### src/updown_timer_pkg.sv
// constants and types shared by the up/down reload timer
// assumes a 20 MHz pclk and a 32-bit apb slave port
`default_nettype none
package updown_timer_pkg;
  // register byte offsets
  localparam logic [7:0] ctrl_offset   = 8'h00;
  localparam logic [7:0] mode_offset   = 8'h04;
  localparam logic [7:0] count_offset  = 8'h08;
  localparam logic [7:0] reload_offset = 8'h0c;
  // timer_control_reg field positions
  localparam int ovf_bit   = 7;
  localparam int ext_bit   = 6;
  localparam int rx_sel_bit = 5;
  localparam int tx_sel_bit = 4;
  localparam int exen_bit  = 3;
  localparam int run_bit   = 2;
  localparam int csel_bit  = 1;
  localparam int cprl_bit  = 0;
  // timer_mode_reg field positions
  localparam int oe_bit    = 1;
  localparam int down_en_bit = 0;
  // reset values
  localparam logic [7:0]  ctrl_reset  = 8'h00;
  localparam logic [1:0]  mode_reset  = 2'h0;
  localparam logic [15:0] count_reset = 16'h0000;
  // counts
  localparam logic [3:0]  presc_last  = 4'hb;      // divide by 12
  localparam logic [15:0] count_max   = 16'hffff;
  localparam logic [15:0] count_zero  = 16'h0000;
  // operating modes
  typedef enum logic [1:0] {
    mode_capture = 2'b00,
    mode_reload  = 2'b01,
    mode_baud    = 2'b10
  } op_mode_t;
endpackage
`default_nettype wire

### src/updown_reload_clockout_timer.sv
// 16-bit up/down auto-reload timer with clock output, apb slave
// assumes pins are asynchronous to pclk; serial port consumes baud_tick
//
// Operation
// - 16-bit count from two cascaded bytes
// - counter_select picks pclk/12 or pin edges
// - count only while run_control set
// - three modes from clock and reload selects
// - down_count_enable lets direction pin steer
// - up overflow at ffff sets flag, reloads; capture mode wraps to 0000
// - down underflow at reload loads ffff
// - external_flag toggles in up/down, no irq
// - clock-out counts at pclk/2, 50% duty
// - clock-out overflow reloads, no interrupt
// - clock-out freq pclk/(4*(65536-reload))
// - generated clock drives count/clockout pin
// - baud and clock-out share reload pair
// - flag set only without serial clocking
// - trigger falling edge captures or reloads
// - serial clocking forces auto-reload
`default_nettype none
module updown_reload_clockout_timer (
  input  wire logic        pclk,
  input  wire logic        presetn,
  input  wire logic        psel,
  input  wire logic        penable,
  input  wire logic        pwrite,
  input  wire logic [7:0]  paddr,
  input  wire logic [31:0] pwdata,
  output logic      [31:0] prdata,
  output logic             pready,
  output logic             pslverr,
  input  wire logic        count_clockout_in,
  output logic             count_clockout_out,
  output logic             count_clockout_oe,
  input  wire logic        direction_trigger_in,
  output logic             irq_request,
  output logic             baud_tick
);

  typedef struct packed {
    logic        dir_meta;
    logic        dir_sync;
    logic        dir_prev;
    logic        cnt_meta;
    logic        cnt_sync;
    logic        cnt_prev;
    logic [3:0]  presc;
    logic        half;
    logic [15:0] count;
    logic [15:0] reload;
    logic        ovf;
    logic        ext;
    logic        rx_sel;
    logic        tx_sel;
    logic        exen;
    logic        run;
    logic        csel;
    logic        cprl;
    logic        oe;
    logic        down_en;
    logic        clk_out;
    logic        irq;
    logic        baud;
    logic [31:0] prdata;
    logic        pready;
    logic        pslverr;
  } state_t;

  state_t state_ff;
  state_t nxt_state;

  // mode from the serial clock selects and capture/reload select
  function automatic updown_timer_pkg::op_mode_t decode_mode(
    input logic rx_sel,
    input logic tx_sel,
    input logic cprl
  );
    if (rx_sel | tx_sel)
      decode_mode = updown_timer_pkg::mode_baud;
    else if (cprl)
      decode_mode = updown_timer_pkg::mode_capture;
    else
      decode_mode = updown_timer_pkg::mode_reload;
  endfunction

  logic                      trig_fall;
  logic                      pin_fall;
  logic                      clkout_mode;
  logic                      serial_clk;
  logic                      updown;
  logic                      count_down;
  logic                      tick;
  logic                      set_ovf;
  logic                      set_ext;
  logic                      tog_ext;
  logic                      setup;
  logic                      access;
  logic                      mapped;
  logic                      wr_ctrl;
  logic                      wr_mode;
  logic                      wr_count;
  logic                      wr_reload;
  logic                      ext_base;
  logic [31:0]               rd_mux;
  logic [15:0]               hw_count;
  logic [15:0]               hw_reload;
  updown_timer_pkg::op_mode_t mode;

  // next-state logic for counter, flags, pins and apb slave
  always_comb begin
    nxt_state = state_ff;
    // two-flop synchronisers plus edge history
    nxt_state.dir_meta = direction_trigger_in;
    nxt_state.dir_sync = state_ff.dir_meta;
    nxt_state.dir_prev = state_ff.dir_sync;
    nxt_state.cnt_meta = count_clockout_in;
    nxt_state.cnt_sync = state_ff.cnt_meta;
    nxt_state.cnt_prev = state_ff.cnt_sync;
    // edges compare the synced flop with its history, never the first flop
    trig_fall = state_ff.dir_prev & ~state_ff.dir_sync;
    pin_fall  = state_ff.cnt_prev & ~state_ff.cnt_sync;

    mode        = decode_mode(state_ff.rx_sel, state_ff.tx_sel, state_ff.cprl);
    serial_clk  = (mode == updown_timer_pkg::mode_baud);
    clkout_mode = state_ff.oe & ~state_ff.csel;
    // direction pin only steers in plain auto-reload mode
    updown      = state_ff.down_en & ~clkout_mode
                  & (mode == updown_timer_pkg::mode_reload);
    count_down  = updown & ~state_ff.dir_sync;

    // prescaler: pclk/12 for timer, pclk/2 for clock-out
    // prescaler free-runs, so run_control does not restart its phase
    nxt_state.half = clkout_mode ? ~state_ff.half : 1'b0;
    if (state_ff.presc == updown_timer_pkg::presc_last)
      nxt_state.presc = 4'h0;
    else
      nxt_state.presc = state_ff.presc + 4'h1;
    if (clkout_mode)
      tick = state_ff.half;
    else if (state_ff.csel)
      tick = pin_fall;
    else
      tick = (state_ff.presc == updown_timer_pkg::presc_last);
    tick = tick & state_ff.run;

    set_ovf   = 1'b0;
    set_ext   = 1'b0;
    tog_ext   = 1'b0;
    hw_count  = state_ff.count;
    hw_reload = state_ff.reload;
    nxt_state.baud = 1'b0;

    // counting with overflow and underflow handling
    if (tick) begin
      if (!count_down) begin
        if (state_ff.count == updown_timer_pkg::count_max) begin
          if (mode == updown_timer_pkg::mode_capture && !clkout_mode)
            hw_count = updown_timer_pkg::count_zero;
          else
            hw_count = state_ff.reload;
          set_ovf = ~serial_clk & ~clkout_mode;
          tog_ext = updown;
          nxt_state.baud = serial_clk;
          if (clkout_mode)
            nxt_state.clk_out = ~state_ff.clk_out;
        end else begin
          hw_count = state_ff.count + 16'h0001;
        end
      end else begin
        if (state_ff.count == state_ff.reload) begin
          hw_count = updown_timer_pkg::count_max;
          set_ovf  = 1'b1;
          tog_ext  = 1'b1;
        end else begin
          hw_count = state_ff.count - 16'h0001;
        end
      end
    end

    // trigger pin falling edge: capture or reload
    if (state_ff.exen && trig_fall && !serial_clk && !updown) begin
      set_ext = 1'b1;
      if (mode == updown_timer_pkg::mode_capture)
        hw_reload = state_ff.count;
      else
        hw_count = state_ff.reload;
    end

    // apb decode: registered answer, one access cycle
    setup  = psel & ~penable;
    access = psel & penable & state_ff.pready;
    mapped = (paddr == updown_timer_pkg::ctrl_offset)
           | (paddr == updown_timer_pkg::mode_offset)
           | (paddr == updown_timer_pkg::count_offset)
           | (paddr == updown_timer_pkg::reload_offset);
    wr_ctrl   = access & pwrite & (paddr == updown_timer_pkg::ctrl_offset);
    wr_mode   = access & pwrite & (paddr == updown_timer_pkg::mode_offset);
    wr_count  = access & pwrite & (paddr == updown_timer_pkg::count_offset);
    wr_reload = access & pwrite & (paddr == updown_timer_pkg::reload_offset);

    rd_mux = 32'h0000_0000;
    case (paddr)
      updown_timer_pkg::ctrl_offset: begin
        rd_mux[updown_timer_pkg::ovf_bit]  = state_ff.ovf;
        rd_mux[updown_timer_pkg::ext_bit]  = state_ff.ext;
        rd_mux[updown_timer_pkg::rx_sel_bit] = state_ff.rx_sel;
        rd_mux[updown_timer_pkg::tx_sel_bit] = state_ff.tx_sel;
        rd_mux[updown_timer_pkg::exen_bit] = state_ff.exen;
        rd_mux[updown_timer_pkg::run_bit]  = state_ff.run;
        rd_mux[updown_timer_pkg::csel_bit] = state_ff.csel;
        rd_mux[updown_timer_pkg::cprl_bit] = state_ff.cprl;
      end
      updown_timer_pkg::mode_offset: begin
        rd_mux[updown_timer_pkg::oe_bit]   = state_ff.oe;
        rd_mux[updown_timer_pkg::down_en_bit] = state_ff.down_en;
      end
      updown_timer_pkg::count_offset: begin
        rd_mux[15:0] = state_ff.count;
      end
      updown_timer_pkg::reload_offset: begin
        rd_mux[15:0] = state_ff.reload;
      end
      default: begin
        rd_mux = 32'h0000_0000;
      end
    endcase

    // error flag is kept through the access edge, then dropped
    nxt_state.pready = setup;
    if (setup) begin
      nxt_state.prdata  = rd_mux;
      nxt_state.pslverr = ~mapped;
    end else if (access) begin
      nxt_state.pslverr = state_ff.pslverr;
    end else begin
      nxt_state.pslverr = 1'b0;
    end

    // control bits written by software
    if (wr_ctrl) begin
      nxt_state.rx_sel = pwdata[updown_timer_pkg::rx_sel_bit];
      nxt_state.tx_sel = pwdata[updown_timer_pkg::tx_sel_bit];
      nxt_state.exen = pwdata[updown_timer_pkg::exen_bit];
      nxt_state.run  = pwdata[updown_timer_pkg::run_bit];
      nxt_state.csel = pwdata[updown_timer_pkg::csel_bit];
      nxt_state.cprl = pwdata[updown_timer_pkg::cprl_bit];
    end
    if (wr_mode) begin
      nxt_state.oe   = pwdata[updown_timer_pkg::oe_bit];
      nxt_state.down_en = pwdata[updown_timer_pkg::down_en_bit];
    end

    // sticky flags: hardware set beats a software clear
    nxt_state.ovf = set_ovf
                  | (wr_ctrl ? pwdata[updown_timer_pkg::ovf_bit] : state_ff.ovf);
    // a toggle beats a clear, so the 17th count bit is never lost
    ext_base = wr_ctrl ? pwdata[updown_timer_pkg::ext_bit] : state_ff.ext;
    nxt_state.ext = tog_ext ? ~state_ff.ext : (set_ext | ext_base);

    // software writes to count or reload take priority
    nxt_state.count  = wr_count  ? pwdata[15:0] : hw_count;
    nxt_state.reload = wr_reload ? pwdata[15:0] : hw_reload;

    // clock output register held low outside clock-out mode
    if (!clkout_mode)
      nxt_state.clk_out = 1'b0;

    // interrupt request: external flag silent in up/down mode
    // level request; apart from the down_en gate on ext, masking belongs to the interrupt controller
    nxt_state.irq = nxt_state.ovf | (nxt_state.ext & ~nxt_state.down_en);
  end

  // single state register
  always_ff @(posedge pclk or negedge presetn) begin
    if (!presetn) begin
      state_ff         <= '0;
      state_ff.count   <= updown_timer_pkg::count_reset;
      state_ff.reload  <= updown_timer_pkg::count_reset;
      state_ff.ovf     <= updown_timer_pkg::ctrl_reset[updown_timer_pkg::ovf_bit];
      state_ff.ext     <= updown_timer_pkg::ctrl_reset[updown_timer_pkg::ext_bit];
      state_ff.run     <= updown_timer_pkg::ctrl_reset[updown_timer_pkg::run_bit];
      state_ff.oe      <= updown_timer_pkg::mode_reset[updown_timer_pkg::oe_bit];
      state_ff.down_en <= updown_timer_pkg::mode_reset[updown_timer_pkg::down_en_bit];
      state_ff.clk_out <= 1'b0;
    end else begin
      state_ff <= nxt_state;
    end
  end

  // outputs straight from flops
  assign prdata             = state_ff.prdata;
  assign pready             = state_ff.pready;
  assign pslverr            = state_ff.pslverr;
  assign count_clockout_out = state_ff.clk_out;
  assign count_clockout_oe  = state_ff.oe;
  assign irq_request        = state_ff.irq;
  assign baud_tick          = state_ff.baud;

endmodule // updown_reload_clockout_timer
`default_nettype wire

### config.mk
export PLATFORM = sky130hd
export DESIGN_NAME = updown_reload_clockout_timer
export DESIGN_NICKNAME = d
export VERILOG_FILES = /design/src/updown_timer_pkg.sv /design/src/updown_reload_clockout_timer.sv
export SDC_FILE = /design/constraint.sdc
export NUM_CORES = 1
export LEC_CHECK = 0
export BUFFER_PORTS_ARGS = -buffer_cell sky130_fd_sc_hd__buf_2
export CORE_UTILIZATION = 40
export CTS_CLUSTER_DIAMETER = 40
export CTS_CLUSTER_SIZE = 20
export DETAILED_ROUTE_END_ITERATION = 10
export GPL_ROUTABILITY_DRIVEN = 1
export HOLD_SLACK_MARGIN = 0.08
export PLACE_DENSITY = 0.59
export REMOVE_ABC_BUFFERS = 1
export SYNTH_ARGS = -nofsm -noshare
export SYNTH_HDL_FRONTEND = slang
export SYNTH_SLANG_ARGS = --single-unit
export TNS_END_PERCENT = 10
### constraint.sdc
create_clock -name pclk -period 3.45 [get_ports pclk]
set_clock_uncertainty 0.2 [all_clocks]
set_input_delay 0.345 -clock pclk [delete_from_list [all_inputs] [get_ports pclk]]
set_output_delay 0.345 -clock pclk [all_outputs]
set_load 0.005 [all_outputs]
==> impl_metrics.toml, run 1 <==
[timing]
holdWs_ns = 0.08831
slew_viol_final = 0
worstMarginPinSlew_ns = 1.116
slew_headroom_pct = 25.41
min_period_ns = 2.915
worst_slack_ns = 0.5354
setup_viol = 0
tns_ns = 0
rsz0062_at_grt = "false"
fmax_ghz = 0.3431
finalCritPeriodShare_pct = 84.48
finalHoldViolations = 0

[detailed_routing]
ant_nets = 0
drt_iter0_markers = 311
drt_wl_total_mm = 13.89
first_pass_iters = 5
vias_per_cell = 5.714
drc = 0
wl_per_cell_microns = 18.57
vias = 4274

[placed_design]
gp_routability_congestion = 0.9348
post-place-ws_ns = 0.5944
port_buffers = 52
hpwl_mm = 9.765
dpl_cell_area_sq_um = 5134
placed_cells = 714

[worst_setup_path]
critPathMaxFanout = 10
critical_path.startpoint_type = "flip-flop"
reg2reg_from = "state_ff[63]"
cp.required_ns = 3.52
end_kind = "flip-flop"
crit_start = "state_ff[63]"
rrSetupSlack_ns = 0.54
worst-setup-path-type = "flip-flop to flip-flop"
crit_arrival_ns = 2.98

[power]
peakVddDrop_mv = 0.1764
p_comb_share_pct = 8.1
power.internal_mw = 1.540
p_per_area_nw_per_um2 = 370.2
seqPwrFrac_pct = 44.0
leakagePower_nw = 2.420
p_sw_share_pct = 25.99
p_clk_share_pct = 47.9
p_sw_mw = 0.5408
p_total_mw = 2.081

[final_layout]
nNetsFinal = 625
diodes = 0
instances_no_fill = 748
drive_above_1_share_pct = 18.97
syn2layout_area_growth_pct = 12.69
final_cell_area_sq_um = 5622
fin_util_pct = 46.61

[logic_synthesis]
ys_ff_latch = 74
syn-cell-area_sq_um = 4989
synth_area_leaders = "dfrtp_1 (37%), buf_4 (6.0%), xor2_1 (4.4%), nand2_1 (3.7%), nor2_1 (3.5%)"
yosysSeqAreaShare_pct = 37.12
ys.flop_type = "dfrtp_1"
synth.yosys.warnings = 0
synth_cells = 540
yosys.area.top_type = "dfrtp_1"
synth-async-reset-ratio_pct = 100.0
postSynthAreaPerCell_sq_um = 9.238
yosysTopAreaCellShare_pct = 37.12
synth_edf_count = 0
synth_cell_types = 68

[clock_tree]
cts_buffers = 9
cts-htree-levels = 3
clockRootBuffer = "clkbuf_16"
insertion_delay_ns = 0.35
cts_tree = "yes"
path_clk_slew_ns = 0.07
post_cts_buffers = 0
clk_path_buf_depth = 2
post_cts_resized = 0
cts_sinks = 74

[die]
die_w_microns = 113.7
ios = 85
start_util_pct = 41.36
die_area_sq_um = 12920
rows = 40
die_h_microns = 113.7
core_area_sq_um = 12060

[global_routing]
grt_pass1_vias = 4017
grt_antenna_before_repair = 0
grtUsageTotal_pct = 22.46
grt-ovfl-total = 0
grt_max_degree = 75
grt_first_pass_wirelength_mm = 22.20

[flow_run]
maxCapViolations = 0

[hold_path]
hp-start = "pwdata[4]"
hp-class = "primary input to flip-flop"

[run_status]
outcome = "complete, no violations"
-- worst max-delay path, cell delays in order (launching register included) --
cell	delay (ns)
dfrtp_1	0.53
ha_1	0.27
and4_1	0.45
nand4_4	0.19
nor3_4	0.48
a22oi_1	0.17
a221o_1	0.38
a31oi_1	0.16
-- final timing paths --
check                      cells past startpoint            end
hold / removal                                 3   state_ff[51]
min in group asynchronous                      2   state_ff[81]
setup reg to reg                               7   state_ff[72]
hold reg to reg                                0  nxt_state[84]
max in group asynchronous                      2      prdata[9]
setup / recovery                               7   state_ff[72]
-- metal layers --
metal	up-vias	GRT usage, %	wire (microns)	part of all wire, %
met1	2086	31.42	6371	46
met5	-	0	0	0
li1	1992	-	-	-
met4	0	10.09	357	2.6
met3	26	2.816	724	5.2
met2	170	34.80	6433	46
-- synth_stat cells, types with 3 or more instances --
master    number
a2111o_1       3
a211o_1        7
a211oi_1       7
a21o_1         3
a21oi_1       19
a221o_1        9
a221oi_1      13
a22o_1        12
a22oi_1        5
a31oi_1        4
and2_1         5
and3_1         5
and4_1         5
buf_2          9
buf_4         40
buf_6          5
clkbuf_1      17
dfrtp_1       74
ha_1           3
inv_1          7
mux2_2        14
mux2i_1       16
nand2_1       49
nand2b_1       3
nand3_1       13
nand4_1        8
nor2_1        47
nor2b_1        4
nor3_1         5
nor4_1         9
o21ai_0       24
o21ai_1        7
o22ai_1        7
o31ai_1        3
or2_1          3
xnor2_1       14
xor2_1        25
-- cell type report --
| class | instances | area, sq um |
|---|---|---|
| fillers | 1164 | 6440 |
| multi-input cells | 400 | 2689 |
| inverters | 8 | 30.03 |
| clock inverters | 7 | 82.58 |
| well taps | 168 | 210.2 |
| flip-flops and latches | 74 | 1852 |
| clock buffers | 9 | 225.2 |
| repair buffers | 82 | 533.0 |
-- power groups by stage --
stage / registers, mW / logic, mW / clock network [mW]
floorplan: 0.931 / 0.0699 / 0
global placement: 0.930 / 0.152 / 0
detailed placement: 0.932 / 0.154 / 0
CTS: 0.915 / 0.171 / 1.01
global route: 0.918 / 0.188 / 1.05
finish: 0.916 / 0.169 / 0.997
-- sequential cells by signal, summed over array words and instances, names as in the netlist --
signal	count
pready	1
nxt_state	4
count_clockout_out	1
pslverr	1
state_ff	48
count_clockout_oe	1
prdata	16
irq_request	1
baud_tick	1
-- cell usage in the layout (no fill, tap or decap), types with 4 or more instances in the layout --
cell,netlist,final
a211o_1,7,7
a211oi_1,7,7
a21oi_1,19,19
a221o_1,9,9
a221oi_1,13,13
a22o_1,12,12
a22oi_1,5,5
a31oi_1,4,4
and2_1,5,5
and3_1,5,5
and4_1,5,5
buf_2,9,51
buf_4,40,13
clkbuf_16,0,9
conb_1,1,16
dfrtp_1,74,74
dlygate4sd3_1,0,18
inv_1,7,7
mux2_2,14,14
mux2i_1,16,16
nand2_1,49,49
nand3_1,13,13
nand4_1,8,8
nor2_1,47,47
nor2b_1,4,4
nor3_1,5,5
nor4_1,9,9
o21ai_0,24,24
o21ai_1,7,7
o22ai_1,7,7
xnor2_1,14,14
xor2_1,25,25
-- logic make-up (layout without fill, tap and decap cells) --
family	Yosys count	after routing	share of synthesized area, %
buffers and inverters	81	106	10.11
other	1	16	0.07517
muxes	32	32	7.273
AOI/OAI and AO/OA	135	135	19.46
adders and majority gates	3	3	0.7525
and+or+nand+nor	175	175	18.36
DFF	74	74	37.12
xor gates and xnor gates	39	39	6.847
-- timing repair --
item                       CTS  global route
setup endpoints to repair    0             0
hold buffers                18             0
hold endpoints to repair    93             0
Power figures use the tool's default switching activity.
==> run 2, diff against run 1 <==
clock period = 3 ns   (was 3.45 ns; I/O delays follow)
==> impl_metrics.toml, run 2 (same netlist as run 1, synthesis figures left out) <==
[power]
p_sw_mw = 0.5887
p_total_mw = 2.434
p_sw_share_pct = 24.18
leakagePower_nw = 2.545
peakVddDrop_mv = 0.2422
seqPwrFrac_pct = 43.0
power.internal_mw = 1.846
p_per_area_nw_per_um2 = 418.7
p_clk_share_pct = 48.4
p_comb_share_pct = 8.7

[final_layout]
final_common_cell = "dfrtp_1"
drive_above_1_share_pct = 21.72
mostFrequentLayoutCells = "dfrtp_1 (74), buf_2 (51), nand2_1 (49), nor2_1 (47), buf_4 (35)"
largest_reg_flops = 48
final_cell_area_sq_um = 5814
diodes = 0
syn2layout_area_growth_pct = 16.55
fillers = 1178
fin_util_pct = 48.21
largest_register = "state_ff"
nNetsFinal = 649

[global_routing]
use_met1_pct = 31.08
grt_antenna_before_repair = 0
grt_max_degree = 75
grt_first_pass_wirelength_mm = 22.46
grt_pass1_vias = 4140
top_usage_layer = "met2"
met2_usage_pct = 36.71
grtUsageTotal_pct = 22.62
grt-ovfl-total = 0
gr-usage-met3_pct = 2.391

[timing]
slew_viol_final = 0
fmax_ghz = 0.3658
slew_headroom_pct = 36.27
finalHoldViolations = 0
setup_viol = 0
worstMarginPinSlew_ns = 0.9559
rsz0062_at_grt = "false"
min_period_ns = 2.734
finalCritPeriodShare_pct = 91.14
tns_ns = 0

[worst_setup_path]
cp.buffers_inverters = 0
crit_arrival_ns = 2.79
cp.required_ns = 3.06
critPathMaxFanout = 10
max_stage_delay_ns = 0.59
crit_family = "simple AND/OR/NAND/NOR gates"
crit_chain = "ha_1, and4_1, nand2_1, or2_0, a22oi_1, a221o_1, a31oi_1"
critical_path.startpoint_type = "flip-flop"
rrSetupSlack_ns = 0.27
critical_path.slowest_cell = "or2_0"
end_kind = "flip-flop"
worst-setup-path-type = "flip-flop to flip-flop"

[clock_tree]
cts_buffers = 9
cts_tree = "yes"
insertion_delay_ns = 0.34
path_clk_slew_ns = 0.06
clockRootBuffer = "clkbuf_16"
cts-htree-levels = 3
clk_path_buf_depth = 2
post_cts_resized = 0
post_cts_buffers = 0
cts_sinks = 74

[detailed_routing]
vias_per_cell = 5.649
wl_per_cell_microns = 18.25
drc = 0
drt_wl_total_mm = 14.07
vias = 4355
drt_iter0_markers = 297
first_pass_iters = 5
ant_nets = 0

[die]
die_w_microns = 113.7
die_area_sq_um = 12920
ios = 85
rows = 40
core_area_sq_um = 12060
start_util_pct = 41.36
die_h_microns = 113.7

[flow_run]
maxCapViolations = 0

[placed_design]
hpwl_mm = 10.23
dpl_cell_area_sq_um = 5299
port_buffers = 52
gp_routability_congestion = 0.9276

[run_status]
outcome = "complete, no violations"

[hold_path]
hp-class = "primary input to flip-flop"
==> run 2: changes by cell type in the layout (fill, tap and decap cells not counted), sizes merged <==
cell,delta
buf,+22
clkinvlp,-1
clkinv,+2
inv,-3
dlygate4sd3,+2
bufinv,+1
==> run 2: tightest hold or removal path: stages <==
cell,delay (ns)
buf_2,0.10
o21ai_0,0.07
and2_1,0.15
==> run 2: power groups by stage <==
stage	Clock (mW)	Combinational [mW]	Sequential [mW]
CTS	1.20	0.213	1.05
global route	1.24	0.234	1.05
global placement	0	0.190	1.06
floorplan	0	0.0804	1.07
detailed placement	0	0.192	1.06
finish	1.18	0.212	1.05
==> run 2: timing repair <==
action / CTS / global route
hold endpoints to repair: 107 / 0
hold buffers: 20 / 0
endpoints found under the setup margin: 0 / 0
==> run 2: layout make-up <==
class | instances | area [sq um] | share of cell area (%)
clock inverters | 6 | 90.09 | 1.549
multi-input cells | 400 | 2689 | 46.24
flip-flops and latches | 74 | 1852 | 31.85
clock buffers | 9 | 225.2 | 3.873
repair buffers | 106 | 718.2 | 12.35
well taps | 168 | 210.2 | 3.615
inverters | 8 | 30.03 | 0.5165
==> run 2: metrics by stage <==
step           setup slack [ns]  hold slack [ns]  std cells
4_1_cts                  0.2986           0.1255        771
3_3_place_gp             0.3267           0.1375        736
5_1_grt                  0.1185           0.1654        771
6_report                 0.2659           0.1267        771
2_1_floorplan            0.3857          -0.1956        482
3_5_place_dp             0.3244           0.1365        736
==> run 2: path summary, 6_finish.rpt <==
| check | from | endpoint | cells past startpoint |
|---|---|---|---|
| max | state_ff[63] | state_ff[72] | 7 |
| min | penable | pslverr | 3 |
| max reg2reg | state_ff[63] | state_ff[72] | 7 |
| min reg2reg | nxt_state[88] | nxt_state[87] | 0 |
| max in group asynchronous | presetn | state_ff[59] | 2 |
| min in group asynchronous | presetn | state_ff[81] | 2 |
==> run 2: metal layers <==
layer  routed length [microns]  share of wire [%]  vias up
met3                       833                5.9       23
met1                      6426                 46     2121
li1                          -                  -     2043
met5                         0                  0        -
met4                       302                2.1        0
met2                      6508                 46      168
